File: config.mk
export PLATFORM = sky130hd
export DESIGN_NAME = hbc_top
export DESIGN_NICKNAME = d
export VERILOG_FILES = /design/src/hbc_pkg.sv /design/src/hbc_chop_if.sv /design/src/hbc_chop_timer.sv /design/src/hbc_top.sv
export SDC_FILE = /design/constraint.sdc
export NUM_CORES = 1
export LEC_CHECK = 0
export BUFFER_PORTS_ARGS = -buffer_cell sky130_fd_sc_hd__buf_2
export CORE_MARGIN = 2
export CORE_UTILIZATION = 35
export DETAILED_ROUTE_END_ITERATION = 8
export PLACE_DENSITY = 0.61
export SETUP_SLACK_MARGIN = 0.2
export SLEW_MARGIN = 10
export SYNTH_ARGS = -nofsm -noshare
export SYNTH_HDL_FRONTEND = slang
export SYNTH_SLANG_ARGS = --single-unit
File: constraint.sdc
create_clock -name sys_clk -period 2.98 [get_ports sys_clk]
set_clock_uncertainty 0.2 [all_clocks]
set_input_delay 0.596 -clock sys_clk [delete_from_list [all_inputs] [get_ports sys_clk]]
set_output_delay 0.596 -clock sys_clk [all_outputs]
set_load 0.03 [all_outputs]
File: src/hbc_pkg.sv
// Constants, field layouts, reset values and state codes of the H-bridge control block.
// Assumes a single 200 MHz clock; every interval is counted in cycles of that clock.
package hbc_pkg;

  // Clock rate and timing
  localparam int CLK_MHZ = 200;
  localparam int TOFF_STEP_US = 20;
  localparam int TOFF_STEP_CYC = TOFF_STEP_US * CLK_MHZ;
  localparam int BLANK_NS = 2000;
  localparam int BLANK_CYC = (BLANK_NS * CLK_MHZ + 999) / 1000;
  localparam int CNT_W = 16;

  // APB map, byte addresses
  localparam int ADDR_W = 12;
  localparam logic [ADDR_W-1:0] ADDR_CONTROL_THREE = 12'h000;
  localparam logic [ADDR_W-1:0] ADDR_CONTROL_FOUR = 12'h004;
  localparam logic [ADDR_W-1:0] ADDR_STATUS = 12'h008;

  // control_three fields
  localparam int BIT_HALF_A_HIZ = 0;
  localparam int BIT_HALF_B_HIZ = 1;
  localparam int BIT_FAULT_CLEAR = 2;

  // control_four fields, two bits wide except the one-bit overcurrent response
  localparam int POS_REG_OFF = 0;
  localparam int POS_TRIP_LVL = 2;
  localparam int POS_TOFF = 4;
  localparam int POS_MODE = 6;
  localparam int BIT_OCP_RESP = 8;

  // Status fields
  localparam int POS_ST_MODE = 0;
  localparam int BIT_ST_OFF_A = 2;
  localparam int BIT_ST_OFF_B = 3;
  localparam int BIT_ST_OCP_A = 4;
  localparam int BIT_ST_OCP_B = 5;
  localparam int BIT_ST_ASLEEP = 6;

  // Control modes
  localparam logic [1:0] MODE_PH_EN = 2'h0;
  localparam logic [1:0] MODE_PWM = 2'h1;
  localparam logic [1:0] MODE_INDEP = 2'h2;
  localparam logic [1:0] MODE_OFF = 2'h3;

  // Reset values and fixed settings of the pin-configured variant
  localparam logic [1:0] MODE_RST = MODE_PWM;
  localparam logic [1:0] TOFF_RST = 2'h1;
  localparam logic [1:0] TOFF_HW = 2'h1;
  localparam logic [1:0] TRIP_RST = 2'h0;
  localparam logic [1:0] TRIP_HW = 2'h2;
  localparam logic [1:0] REG_OFF_RST = 2'h0;
  localparam logic HIZ_RST = 1'b0;
  localparam logic OCP_RESP_LATCH = 1'b0;

  // Input synchroniser slots
  localparam int SYNC_N = 9;

  typedef enum logic [3:0] {
    CHOP_IDLE = 4'b0001,
    CHOP_BLANK = 4'b0010,
    CHOP_ARMED = 4'b0100,
    CHOP_OFF = 4'b1000
  } hbc_chop_state_t;

endpackage : hbc_pkg

File: src/hbc_chop_if.sv
// Signals between the control top and one half-bridge chopping timer.
// Assumes both ends share sys_clk; all fields are already synchronised.
`timescale 1ns/1ps
interface hbc_chop_if;
  logic reg_en;
  logic drive_on;
  logic trip;
  logic [hbc_pkg::CNT_W-1:0] toff_len;
  logic off_active;

  modport timer (
    input reg_en,
    input drive_on,
    input trip,
    input toff_len,
    output off_active
  );

  modport ctrl (
    output reg_en,
    output drive_on,
    output trip,
    output toff_len,
    input off_active
  );
endinterface : hbc_chop_if

File: src/hbc_chop_timer.sv
// Fixed off-time chopping timer for one half-bridge: blanking, then armed, then off time.
// Assumes synchronous inputs from the control top and the synchronised reset.
`timescale 1ns/1ps
module hbc_chop_timer (
  input wire logic clk,
  input wire logic rst_n,
  hbc_chop_if.timer chop
);
  import hbc_pkg::*;

  hbc_chop_state_t state;
  logic [CNT_W-1:0] cnt;

  always_ff @(posedge clk or negedge rst_n) begin
    if (!rst_n) begin
      state <= CHOP_IDLE;
      cnt <= '0;
    end else begin
      unique case (state)
        CHOP_IDLE: begin
          if (chop.reg_en && chop.drive_on) begin
            state <= CHOP_BLANK;
            cnt <= CNT_W'(BLANK_CYC - 1);
          end
        end
        CHOP_BLANK: begin
          if (!chop.reg_en || !chop.drive_on) begin
            state <= CHOP_IDLE;
          end else if (cnt == '0) begin
            state <= CHOP_ARMED;
          end else begin
            cnt <= cnt - 1'b1;
          end
        end
        CHOP_ARMED: begin
          if (!chop.reg_en || !chop.drive_on) begin
            state <= CHOP_IDLE;
          end else if (chop.trip) begin
            state <= CHOP_OFF;
            cnt <= chop.toff_len - 1'b1;
          end
        end
        CHOP_OFF: begin
          if (!chop.reg_en) begin
            state <= CHOP_IDLE;
          end else if (cnt != '0) begin
            cnt <= cnt - 1'b1;
          end else if (chop.trip) begin
            cnt <= chop.toff_len - 1'b1;
          end else begin
            // Each resumed drive period is blanked again
            state <= CHOP_BLANK;
            cnt <= CNT_W'(BLANK_CYC - 1);
          end
        end
      endcase
    end
  end

  assign chop.off_active = (state == CHOP_OFF);

endmodule : hbc_chop_timer

File: src/hbc_top.sv
// Logic core of an H-bridge driver: input decoding, per-half Hi-Z in independent mode, current chopping, OVERCURRENT_PROTECTION.
// Assumes an APB master on sys_clk and asynchronous pins for inputs and comparators.
`timescale 1ns/1ps
module hbc_top #(
  parameter bit HW_VARIANT = 1'b0,
  parameter logic [1:0] HW_MODE = hbc_pkg::MODE_INDEP,
  parameter int TOFF_STEP_CYCLES = hbc_pkg::TOFF_STEP_CYC
) (
  input wire logic sys_clk,
  input wire logic rst_n,
  input wire logic psel,
  input wire logic penable,
  input wire logic pwrite,
  input wire logic [hbc_pkg::ADDR_W-1:0] paddr,
  input wire logic [31:0] pwdata,
  output logic [31:0] prdata,
  output logic pready,
  output logic pslverr,
  input wire logic low_power_request_n,
  input wire logic disable_in,
  input wire logic input_a,
  input wire logic input_b,
  input wire logic trip_a_reached,
  input wire logic trip_b_reached,
  input wire logic overcurrent_a,
  input wire logic overcurrent_b,
  input wire logic regulation_off_pin_n,
  output logic half_bridge_a_out,
  output logic half_bridge_a_oe_n,
  output logic half_bridge_b_out,
  output logic half_bridge_b_oe_n,
  output logic [1:0] trip_current
);
  import hbc_pkg::*;

  // Decoded request: {a drives, a level, b drives, b level}
  function automatic logic [3:0] decode_inputs(
    input logic [1:0] mode,
    input logic in_a,
    input logic in_b
  );
    logic [3:0] r;
    r = 4'h0;
    unique case (mode)
      MODE_PH_EN: begin
        if (!in_a) begin
          r = 4'hf;
        end else begin
          r = {1'b1, in_b, 1'b1, ~in_b};
        end
      end
      MODE_PWM: begin
        if (in_a || in_b) begin
          r = {1'b1, in_a, 1'b1, in_b};
        end
      end
      MODE_INDEP: r = {1'b1, in_a, 1'b1, in_b};
      MODE_OFF: r = 4'h0;
    endcase
    return r;
  endfunction : decode_inputs

  // Reset release
  logic rst_meta_n;
  logic rst_sync_n;

  always_ff @(posedge sys_clk or negedge rst_n) begin
    if (!rst_n) begin
      rst_meta_n <= 1'b0;
      rst_sync_n <= 1'b0;
    end else begin
      rst_meta_n <= 1'b1;
      rst_sync_n <= rst_meta_n;
    end
  end

  // Pin synchronisers
  logic [SYNC_N-1:0] pin_raw;
  logic [SYNC_N-1:0] pin_meta;
  logic [SYNC_N-1:0] pin_s;

  assign pin_raw = {regulation_off_pin_n, overcurrent_b, overcurrent_a, trip_b_reached,
                    trip_a_reached, input_b, input_a, disable_in, low_power_request_n};

  genvar gi;
  generate
    for (gi = 0; gi < SYNC_N; gi++) begin : g_sync
      always_ff @(posedge sys_clk or negedge rst_sync_n) begin
        if (!rst_sync_n) begin
          pin_meta[gi] <= 1'b0;
          pin_s[gi] <= 1'b0;
        end else begin
          pin_meta[gi] <= pin_raw[gi];
          pin_s[gi] <= pin_meta[gi];
        end
      end
    end
  endgenerate

  logic awake_s;
  logic dis_s;
  logic in_a_s;
  logic in_b_s;
  logic trip_a_s;
  logic trip_b_s;
  logic ocp_a_s;
  logic ocp_b_s;
  logic reg_off_pin_s;

  assign awake_s = pin_s[0];
  assign dis_s = pin_s[1];
  assign in_a_s = pin_s[2];
  assign in_b_s = pin_s[3];
  assign trip_a_s = pin_s[4];
  assign trip_b_s = pin_s[5];
  assign ocp_a_s = pin_s[6];
  assign ocp_b_s = pin_s[7];
  assign reg_off_pin_s = pin_s[8];

  // APB slave: one wait state, answer on the second access cycle
  logic apb_take;
  logic wr_take;
  logic addr_ok;

  assign apb_take = psel && penable && pready;
  assign wr_take = apb_take && pwrite;
  assign addr_ok = (paddr == ADDR_CONTROL_THREE) || (paddr == ADDR_CONTROL_FOUR)
                   || (paddr == ADDR_STATUS);

  // Software settings
  logic half_a_force_hiz;
  logic half_b_force_hiz;
  logic [1:0] regulation_off_select;
  logic [1:0] trip_level_select;
  logic [1:0] off_time_select;
  logic [1:0] mode_select;
  logic overcurrent_response_select;
  logic fault_clear;

  always_ff @(posedge sys_clk or negedge rst_sync_n) begin
    if (!rst_sync_n) begin
      half_a_force_hiz <= HIZ_RST;
      half_b_force_hiz <= HIZ_RST;
    end else if (wr_take && (paddr == ADDR_CONTROL_THREE) && !HW_VARIANT) begin
      half_a_force_hiz <= pwdata[BIT_HALF_A_HIZ];
      half_b_force_hiz <= pwdata[BIT_HALF_B_HIZ];
    end
  end

  // Pin variant ignores writes; these registers keep their reset values
  always_ff @(posedge sys_clk or negedge rst_sync_n) begin
    if (!rst_sync_n) begin
      regulation_off_select <= REG_OFF_RST;
      trip_level_select <= TRIP_RST;
      off_time_select <= TOFF_RST;
      mode_select <= MODE_RST;
      overcurrent_response_select <= OCP_RESP_LATCH;
    end else if (wr_take && (paddr == ADDR_CONTROL_FOUR) && !HW_VARIANT) begin
      regulation_off_select <= pwdata[POS_REG_OFF +: 2];
      trip_level_select <= pwdata[POS_TRIP_LVL +: 2];
      off_time_select <= pwdata[POS_TOFF +: 2];
      mode_select <= pwdata[POS_MODE +: 2];
      overcurrent_response_select <= pwdata[BIT_OCP_RESP];
    end
  end

  assign fault_clear = wr_take && (paddr == ADDR_CONTROL_THREE) && pwdata[BIT_FAULT_CLEAR];

  // Mode latch on the falling edge of the disable input
  logic dis_q;
  logic [1:0] active_mode;

  always_ff @(posedge sys_clk or negedge rst_sync_n) begin
    if (!rst_sync_n) begin
      dis_q <= 1'b0;
      active_mode <= MODE_RST;
    end else begin
      dis_q <= dis_s;
      if (HW_VARIANT) begin
        active_mode <= HW_MODE;
      end else if (dis_q && !dis_s) begin
        active_mode <= mode_select;
      end
    end
  end

  logic indep;
  logic asleep;

  assign indep = (active_mode == MODE_INDEP);
  assign asleep = !awake_s || dis_s;

  // Overcurrent latches: set wins over any clear
  logic ocp_lat_a;
  logic ocp_lat_b;
  logic ocp_release_a;
  logic ocp_release_b;
  logic latch_mode;

  // Retry release only once the overcurrent indication has gone
  assign latch_mode = HW_VARIANT || (overcurrent_response_select == OCP_RESP_LATCH);
  assign ocp_release_a = !awake_s || (latch_mode ? fault_clear : !ocp_a_s);
  assign ocp_release_b = !awake_s || (latch_mode ? fault_clear : !ocp_b_s);

  always_ff @(posedge sys_clk or negedge rst_sync_n) begin
    if (!rst_sync_n) begin
      ocp_lat_a <= 1'b0;
      ocp_lat_b <= 1'b0;
    end else begin
      if (ocp_a_s) begin
        ocp_lat_a <= 1'b1;
      end else if (ocp_release_a) begin
        ocp_lat_a <= 1'b0;
      end
      if (ocp_b_s) begin
        ocp_lat_b <= 1'b1;
      end else if (ocp_release_b) begin
        ocp_lat_b <= 1'b0;
      end
    end
  end

  // Fault shut-off: per half in independent mode, whole bridge otherwise
  logic shut_a;
  logic shut_b;

  assign shut_a = indep ? ocp_lat_a : (ocp_lat_a || ocp_lat_b);
  assign shut_b = indep ? ocp_lat_b : (ocp_lat_a || ocp_lat_b);

  // Chopping timers, one per half
  logic [3:0] req;
  logic [1:0] reg_off;
  logic [1:0] toff_eff;
  logic [CNT_W-1:0] toff_len;
  logic [1:0] trip_v;
  logic [1:0] drive_v;
  logic [1:0] off_v;

  assign req = decode_inputs(active_mode, in_a_s, in_b_s);
  assign reg_off = HW_VARIANT ? {2{reg_off_pin_s}} : regulation_off_select;
  assign toff_eff = HW_VARIANT ? TOFF_HW : off_time_select;
  assign toff_len = CNT_W'(TOFF_STEP_CYCLES * (int'(toff_eff) + 1));
  assign trip_v = {trip_b_s, trip_a_s};
  assign drive_v = {req[1], req[3]};

  generate
    for (gi = 0; gi < 2; gi++) begin : g_chop
      hbc_chop_if chop_bus ();
      assign chop_bus.reg_en = !reg_off[gi] && !asleep;
      assign chop_bus.drive_on = drive_v[gi] && !asleep;
      assign chop_bus.trip = trip_v[gi];
      assign chop_bus.toff_len = toff_len;
      assign off_v[gi] = chop_bus.off_active;
      hbc_chop_timer u_timer (
        .clk(sys_clk),
        .rst_n(rst_sync_n),
        .chop(chop_bus)
      );
    end
  endgenerate

  // Direction at entry into regulation, for reverse-drive acceptance
  logic chop_any;
  logic chop_q;
  logic entry_fwd;
  logic entry_rev;
  logic req_fwd;
  logic req_rev;
  logic reverse_ok;

  assign chop_any = off_v[0] || off_v[1];
  assign req_fwd = (req == 4'he);
  assign req_rev = (req == 4'hb);

  always_ff @(posedge sys_clk or negedge rst_sync_n) begin
    if (!rst_sync_n) begin
      chop_q <= 1'b0;
      entry_fwd <= 1'b0;
      entry_rev <= 1'b0;
    end else begin
      chop_q <= chop_any;
      if (chop_any && !chop_q) begin
        entry_fwd <= req_fwd;
        entry_rev <= req_rev;
      end
    end
  end

  // Opposite direction only counts in the H-bridge modes
  assign reverse_ok = !indep && ((entry_fwd && req_rev) || (entry_rev && req_fwd));

  // Output stage: drive enable and level per half
  logic decay_a;
  logic decay_b;
  logic drv_a;
  logic drv_b;
  logic lvl_a;
  logic lvl_b;

  // Slow decay on both high sides; independent halves chop on their own
  assign decay_a = (indep ? off_v[0] : chop_any) && !reverse_ok;
  assign decay_b = (indep ? off_v[1] : chop_any) && !reverse_ok;

  always_comb begin
    drv_a = req[3];
    lvl_a = req[2];
    drv_b = req[1];
    lvl_b = req[0];
    if (decay_a) begin
      drv_a = 1'b1;
      lvl_a = 1'b1;
    end
    if (decay_b) begin
      drv_b = 1'b1;
      lvl_b = 1'b1;
    end
    if (asleep || shut_a || (indep && half_a_force_hiz)) begin
      drv_a = 1'b0;
      lvl_a = 1'b0;
    end
    if (asleep || shut_b || (indep && half_b_force_hiz)) begin
      drv_b = 1'b0;
      lvl_b = 1'b0;
    end
  end

  always_ff @(posedge sys_clk or negedge rst_sync_n) begin
    if (!rst_sync_n) begin
      half_bridge_a_out <= 1'b0;
      half_bridge_a_oe_n <= 1'b1;
      half_bridge_b_out <= 1'b0;
      half_bridge_b_oe_n <= 1'b1;
      trip_current <= TRIP_RST;
    end else begin
      half_bridge_a_out <= lvl_a;
      half_bridge_a_oe_n <= !drv_a;
      half_bridge_b_out <= lvl_b;
      half_bridge_b_oe_n <= !drv_b;
      trip_current <= HW_VARIANT ? TRIP_HW : trip_level_select;
    end
  end

  // Read data and answer
  logic [31:0] rd_word;

  always_comb begin
    rd_word = 32'h0;
    if (paddr == ADDR_CONTROL_THREE) begin
      rd_word[BIT_HALF_A_HIZ] = half_a_force_hiz;
      rd_word[BIT_HALF_B_HIZ] = half_b_force_hiz;
    end else if (paddr == ADDR_CONTROL_FOUR) begin
      rd_word[POS_REG_OFF +: 2] = regulation_off_select;
      rd_word[POS_TRIP_LVL +: 2] = trip_level_select;
      rd_word[POS_TOFF +: 2] = off_time_select;
      rd_word[POS_MODE +: 2] = mode_select;
      rd_word[BIT_OCP_RESP] = overcurrent_response_select;
    end else if (paddr == ADDR_STATUS) begin
      rd_word[POS_ST_MODE +: 2] = active_mode;
      rd_word[BIT_ST_OFF_A] = off_v[0];
      rd_word[BIT_ST_OFF_B] = off_v[1];
      rd_word[BIT_ST_OCP_A] = ocp_lat_a;
      rd_word[BIT_ST_OCP_B] = ocp_lat_b;
      rd_word[BIT_ST_ASLEEP] = asleep;
    end
  end

  always_ff @(posedge sys_clk or negedge rst_sync_n) begin
    if (!rst_sync_n) begin
      pready <= 1'b0;
      pslverr <= 1'b0;
      prdata <= 32'h0;
    end else begin
      pready <= psel && penable && !pready;
      pslverr <= psel && penable && !pready && !addr_ok;
      prdata <= (psel && penable && !pready && !pwrite) ? rd_word : 32'h0;
    end
  end

endmodule : hbc_top

# == After elaboration in Yosys (flattened, before gate mapping) ==
# Cells that the tools add are included.
# word_totals
inputBits,58
out_inout_bits,40
elab_cells,218
reg_bits,94
# op_classes
n_reduce_logical,70
multipliers,1
eq_ne,35
n_mux,63
add_sub_neg,4
bitwise,1
# op_table
cell,count
2-to-1 mux 16 bit,16
case mux 16 bit (4 select lines),2
2-to-1 mux 4 bit,17
case mux 4 bit (4 select lines),3
logical NOT 16 bit,2
nonzero test 16 bit,2
"subtractor 16 x 1 -> 16 bit, second input constant",2
logical AND 1 bit,24
2-to-1 mux 7 bit,3
logical NOT 1 bit,19
2-to-1 mux 1 bit,18
"equality test 4 bit, second input constant",4
"inequality test 2 bit, second input constant",8
"subtractor 15 x 1 -> 16 bit, second input constant",1
logical OR 1 bit,15
"equality test 12 x 3 -> 1 bit, second input constant",1
"equality test 12 x 4 -> 1 bit, second input constant",1
logical NOT 12 bit,1
"inequality test 3 bit, second input constant",4
AND reduction 6 bit,2
"multiplier 7 x 3 -> 10 bit, first input constant",1
AND reduction 5 bit,2
2-to-1 mux 9 bit,1
"equality test 4 x 1 -> 1 bit, second input constant",2
13 further kinds,23

# == Logic depth before layout (Yosys ltp) ==
# logic_depth
word_depth,12
ltp_mapped,13
mapped_depth_nobuf,12

# == By module ==
# Synthesis repeated with hierarchy kept, for this count alone.
# unflattened
hier_cells,665
hier_area_um2,6252.2
# modules_own_cells
module,area_each_um2,n_inst,cells_per_inst,seq_area_each_um2
hbc_chop_timer,1828.0,2,220,501.7
hbc_top,2596.2,1,225,1357.6

# == Worst setup path before layout ==
# OpenSTA, ideal clock, no wires.
# synth_timing
path_type,reg2reg
startpoint,register off_time_select[0]
endpoint,register g_chop[0].u_timer.cnt[13]
setup_time_ns,0.125
arrival_ns,3.191
required_ns,2.655
setup_slack_ns,-0.536
path_stages_with_launch,14
synth_period_minus_slack_ns,3.516
cell_sequence,dfstp_2 > clkbuf_1 > inv_1 > ha_1 > xnor2_1 > ha_1 > inv_1 > fa_1 > xnor2_1 > xnor2_1 > nand2_1 > xor2_1 > o22ai_1 > mux2_2
# synth_via
elab_chain_cells,7
word_cells_on_any_way,9
# synth_lines
item,line_no,source
start: declaration,hbc_top.sv:135,logic [1:0] off_time_select;
start signal: assignment,hbc_top.sv:161,off_time_select <= pwdata[POS_TOFF +: 2];
adder 2 x 1 -> 3 bit (*),hbc_top.sv:242,assign toff_len = CNT_W'(TOFF_STEP_CYCLES * (int'(toff_eff) + 1));
multiplier 7 x 3 -> 10 bit (*),hbc_top.sv:242,
subtractor 15 x 1 -> 16 bit (*),"hbc_chop_timer.sv:40, hbc_chop_timer.sv:49",
2-to-1 mux 16 bit,hbc_chop_timer.sv:48,end else if (chop.trip) begin
2-to-1 mux 16 bit,hbc_chop_timer.sv:46,end else if (cnt != '0) begin
2-to-1 mux 16 bit,hbc_chop_timer.sv:44,if (!chop.reg_en) begin
case mux 16 bit (4 select lines) (*),hbc_chop_timer.sv:19,unique case (state)
end signal: assignment,hbc_chop_timer.sv:23,cnt <= CNT_W'(BLANK_CYC - 1);
end signal: assignment,hbc_chop_timer.sv:47,cnt <= cnt - 1'b1;
end signal: assignment,hbc_chop_timer.sv:49,cnt <= chop.toff_len - 1'b1;
end: declaration,hbc_chop_timer.sv:12,logic [CNT_W-1:0] cnt;
# Every way passes the cells marked *; elsewhere a longest branch is shown, timed or not. The select of a mux whose other input is x is not followed.
# A chain may end at the register's enable or synchronous reset.

# == Final worst setup path ==
# Ends and elaborated chain as after synthesis.

==> results by stage <==
Critical path:
- Among cell families on the critical path, the largest total delay comes from adder cells.
- The slowest stage of the critical path is the sky130_fd_sc_hd__dfstp_2 cell.
- The largest driver fanout on the critical path is 4.
- The critical setup path kind is reg2reg.
- Together, buffers and inverters on the worst path number 2.
- The type of destination of the critical path is a register.
- Data on the critical path is required at its endpoint by 3.01 ns.
- The signal on the critical path passes through inv_6 > ha_4 > xnor2_4 > ha_4 > inv_2 > fa_2 > xnor2_2 > xnor2_2 > nand2_1 > xor2_2 > o22ai_1 > mux2_4.
- The largest single stage delay on the critical path is ~0.60 ns.
- STA puts the critical path data arrival time at 2.96 ns.
- STA classifies the critical path startpoint as a register.

Synthesis:
- The post-synthesis area per instance is ~9.4 um^2.
- The count of different cell masters after synthesis is slightly below 70.
- The sequential cell area fraction in the yosys report is between 40% and 50%.
- The number of standard cells after synthesis is around 560.
- Summing the areas of all xor and xnor instances in the mapped netlist gives under 10% of the synthesized area.
- The dominant combinational cell family by area after synthesis is simple AND/OR/NAND/NOR gates.
- The post-synthesis sequential element count is 94.
- Measured against the total synthesized area, the mux share comes to around 5.0%.
- The total of warnings raised by yosys is 0.
- The adder and majority gate portion of the synthesized area is under 10%.
- Summing the areas of all and, or, nand and nor instances in the mapped netlist gives approximately 19% of the synthesized area.
- Counting flops with a built-in enable in the synthesized netlist gives 0.
- The primary flip-flop cell chosen by synthesis mapping is sky130_fd_sc_hd__dfrtp_1.
- Summing the areas of all compound-gate instances in the mapped netlist gives ~17% of the synthesized area.
- The netlist area before placement is around 0.0053 mm^2.
- For this run, asynchronously set or reset flops after synthesis account for between 90% and 100%.

Die:
- The number of cell rows is 45.
- After floorplanning, the core was sized to cover roughly 0.015 mm^2.
- Once the floorplan was initialized, standard cells occupied a little over a third of the core.
- The number of primary I/O pins is 98.
- In this run the vertical extent of the chip is 127 um.
- The floorplan step defined a die boundary enclosing around 0.016 mm^2.
- The overall die width is between 100 and 150 um.

Global routing:
- The wire length of the first global-routing pass is 20,300 um.
- The overall track demand over capacity in global routing is between 15 and 20%.
- The met1 global-route usage is between 20 and 25%.
- Entering global routing, the biggest net connects between 50 and 60 pins.
- The layer flagged by global routing as most heavily used is met2.
- Global routing finished with a remaining overflow of 0.
- For this run, global-route usage on met2 was measured as 25.2%.
- The via count of the first global-routing pass is around 4,200.
- The met3 track utilization from global routing is about 3.2%.
- The initial antenna violation count is 0.

Cells and area:
- Cells fill between 40 and 50% of the core in the end.
- In the layout the commonest cells are 86 x sky130_fd_sc_hd__dfrtp_1, 58 x sky130_fd_sc_hd__nor2_1, 50 x sky130_fd_sc_hd__buf_2, 40 x sky130_fd_sc_hd__nand2_1, 33 x sky130_fd_sc_hd__o21ai_0.
- The layout has between 1,000 and 1,500 filler cells.
- The most common cell after layout, fill and taps aside is sky130_fd_sc_hd__dfrtp_1.
- The post-route netlist has between 20% and 30% of its cells at a drive strength greater than 1.
- Relative to the synthesized area, the layout overhead comes to 19.5%.
- The multi-input logic area is roughly 0.0028 mm^2.
- The number of antenna diodes is 0.
- The number of nets in the finished design is ~700.
- The register area is approximately 0.0024 mm^2.

Placement:
- The number of buffers added on ports is 50.
- The wire-length estimate of the detail-placed layout is approximately 8800 um.
- The placer's final routability congestion estimate is 0.901.

Status:
- The run finished with clean final reports.

Routing:
- For this run, design rule violations remaining after detail routing come to 0.
- The via total after detailed routing is around 4,300.
- The initial DRC count is about 160.
- In the final routed layout, each cell accounts on average for about 15 um.
- The residual antenna-violating net count after detailed routing is 0.
- For this block, the routed nets add up to roughly 12,000 um of wire.
- The count of TritonRoute iterations in the first routing pass is 4.
- After detailed routing, the number of vias per cell comes to around 5.2.

CTS:
- The longest clock path from root to sink contains 2 buffers.
- The clock tree from TritonCTS is done.
- The number of clock sinks is 94.
- The clock root buffer is sky130_fd_sc_hd__clkbuf_16.
- The number of H-tree branching levels is 3.
- The clock latency on the worst-skew pair is ~0.35 ns.
- TritonCTS created 9 clock buffers.
- The clock-pin slew reported for the worst setup and hold paths after clock tree synthesis is 0.07 ns.

Min path:
- The path class of the tightest hold or removal check is reg2async.

Timing:
- Summed over all failing endpoints, the final setup total negative slack is 0 ns.
- The maximum frequency from static timing analysis is around 340 MHz.
- The worst-case hold slack is ~0.11 ns.
- The count of pins over their slew limit came to 0.
- The time the worst path needs with I/O delays and setup is 2.93 ns.
- The worst max-slew margin expressed relative to the limit is between 50% and 60%.
- The number of failing hold endpoints at the final stage is 0.
- The final critical-path share of the clock period is a little over nine tenths.
- Setup violations remaining at the end of the flow were counted as 0.
- The transition time at the pin with the least slew margin is 0.653 ns.
- Setup repair after global routing could not meet its margin everywhere.

Power:
- The analysis attributes to cell leakage a power of roughly 0.0028 uW.
- Dividing total power by cell area gives a power density of 613 mW/mm^2.
- Across the VDD grid, the largest voltage drop is ~0.36 mV.
- The overall power is a little under 4000 uW.

Run:
- The tool flagged a number of max-cap violations equal to 0.
-- power breakdown --
group,internal (uW),leakage (uW),switching [uW]
clock,670,0.000150,535
combinational,453,0.00152,674
sequential,1410,0.00117,152
total,2530,0.00285,1360
-- registers in the layout, summed over array words and instances (netlist names), 2 cells and up --
signal	flops
reg_off	2
g_chop.u_timer.state	8
trip_level_select	2
off_time_select	2
g_chop.u_timer.cnt	32
prdata	9
mode_select	2
g_chop.chop_bus.trip	2
trip_current	2
pin_meta	8
active_mode	2
-- per-layer routing --
metal	vias to the layer above	part of all wire [%]
met3	14	3.8
met4	0	1.2
met2	107	48
met1	2082	47
li1	2093	-
met5	-	0
-- cells in the mapped netlist, drive strengths merged, types with 6 or more instances --
| library cell | instances | area (um^2) |
|---|---|---|
| dfrtp | 87 | 2180 |
| nor2 | 58 | 218 |
| nand2 | 40 | 150 |
| o21ai | 37 | 185 |
| buf | 34 | 233 |
| a21oi | 31 | 155 |
| inv | 23 | 86.3 |
| mux2 | 21 | 236 |
| clkbuf | 16 | 60.1 |
| nor3 | 14 | 70.1 |
| nor4 | 14 | 109 |
| xor2 | 14 | 123 |
| ha | 13 | 163 |
| nor2b | 11 | 68.8 |
| o22ai | 11 | 68.8 |
| a31oi | 10 | 62.6 |
| xnor2 | 10 | 87.6 |
| and2 | 8 | 50.1 |
| a21o | 7 | 52.6 |
| a22o | 7 | 61.3 |
| a22oi | 7 | 52.6 |
| dfstp | 7 | 184 |
| nand2b | 7 | 43.8 |
| nand3 | 6 | 35.0 |
-- path summary, 6_finish.rpt --
kind / from / endpoint / slack [ns] / cells past startpoint
max: off_time_select[0]$_DFFE_PN1P_ / g_chop[0].u_timer.cnt[13]$_DFFE_PN0P_ / 0.05 / 12
min: rst_sync_n$_DFF_PN0_ / entry_rev$_DFFE_PN0P_ / 0.11 / 0
max reg2reg: off_time_select[0]$_DFFE_PN1P_ / g_chop[0].u_timer.cnt[13]$_DFFE_PN0P_ / 0.05 / 12
min reg2reg: rst_sync_n$_DFF_PN0_ / entry_rev$_DFFE_PN0P_ / 0.11 / 0
max in group asynchronous: rst_sync_n$_DFF_PN0_ / off_time_select[0]$_DFFE_PN1P_ / 1.76 / 1
min in group sys_clk: pin_meta[5]$_DFF_PN0_ / g_chop[1].chop_bus.trip$_DFF_PN0_ / 0.15 / 0
-- kinds of logic after synthesis --
| family | after synthesis |
|---|---|
| buffers and inverters | 73 |
| adder cells (fa/ha/maj) | 15 |
| AND/OR/NAND/NOR | 189 |
| flip-flops | 94 |
| AO/OA/AOI/OAI | 143 |
| XOR/XNOR | 24 |
| other | 2 |
| multiplexers | 24 |
-- area by class of cell --
cell class / instances / share of cell area (%)
Clock inverter: 7 / 1.36
Multi-Input combinational cell: 419 / 44.4
Clock buffer: 9 / 3.54
Inverter: 23 / 1.44
Tap cell: 188 / 3.70
Timing Repair Buffer: 85 / 8.36
Sequential cell: 94 / 37.2
-- metrics by stage --
step | area [um^2] | instances | setup slack [ns]
finish | 6360 | 825 | 0.0507
global route | 6360 | 825 | -0.0630
CTS | 6240 | 820 | 0.0548
detailed placement | 5870 | 801 | -0.0381
global placement | 5870 | 801 | 0.0255
floorplan | 5470 | 586 | -0.0529
-- what timing repair did --
action	in CTS	in global routing
hold buffers	1	0
pin swaps	9	8
hold endpoints to repair	2	0
resized for setup	6	12
buffers inserted	2	5
endpoints found under the setup margin	6	17
Note: power is estimated with default switching activity, not from simulation.
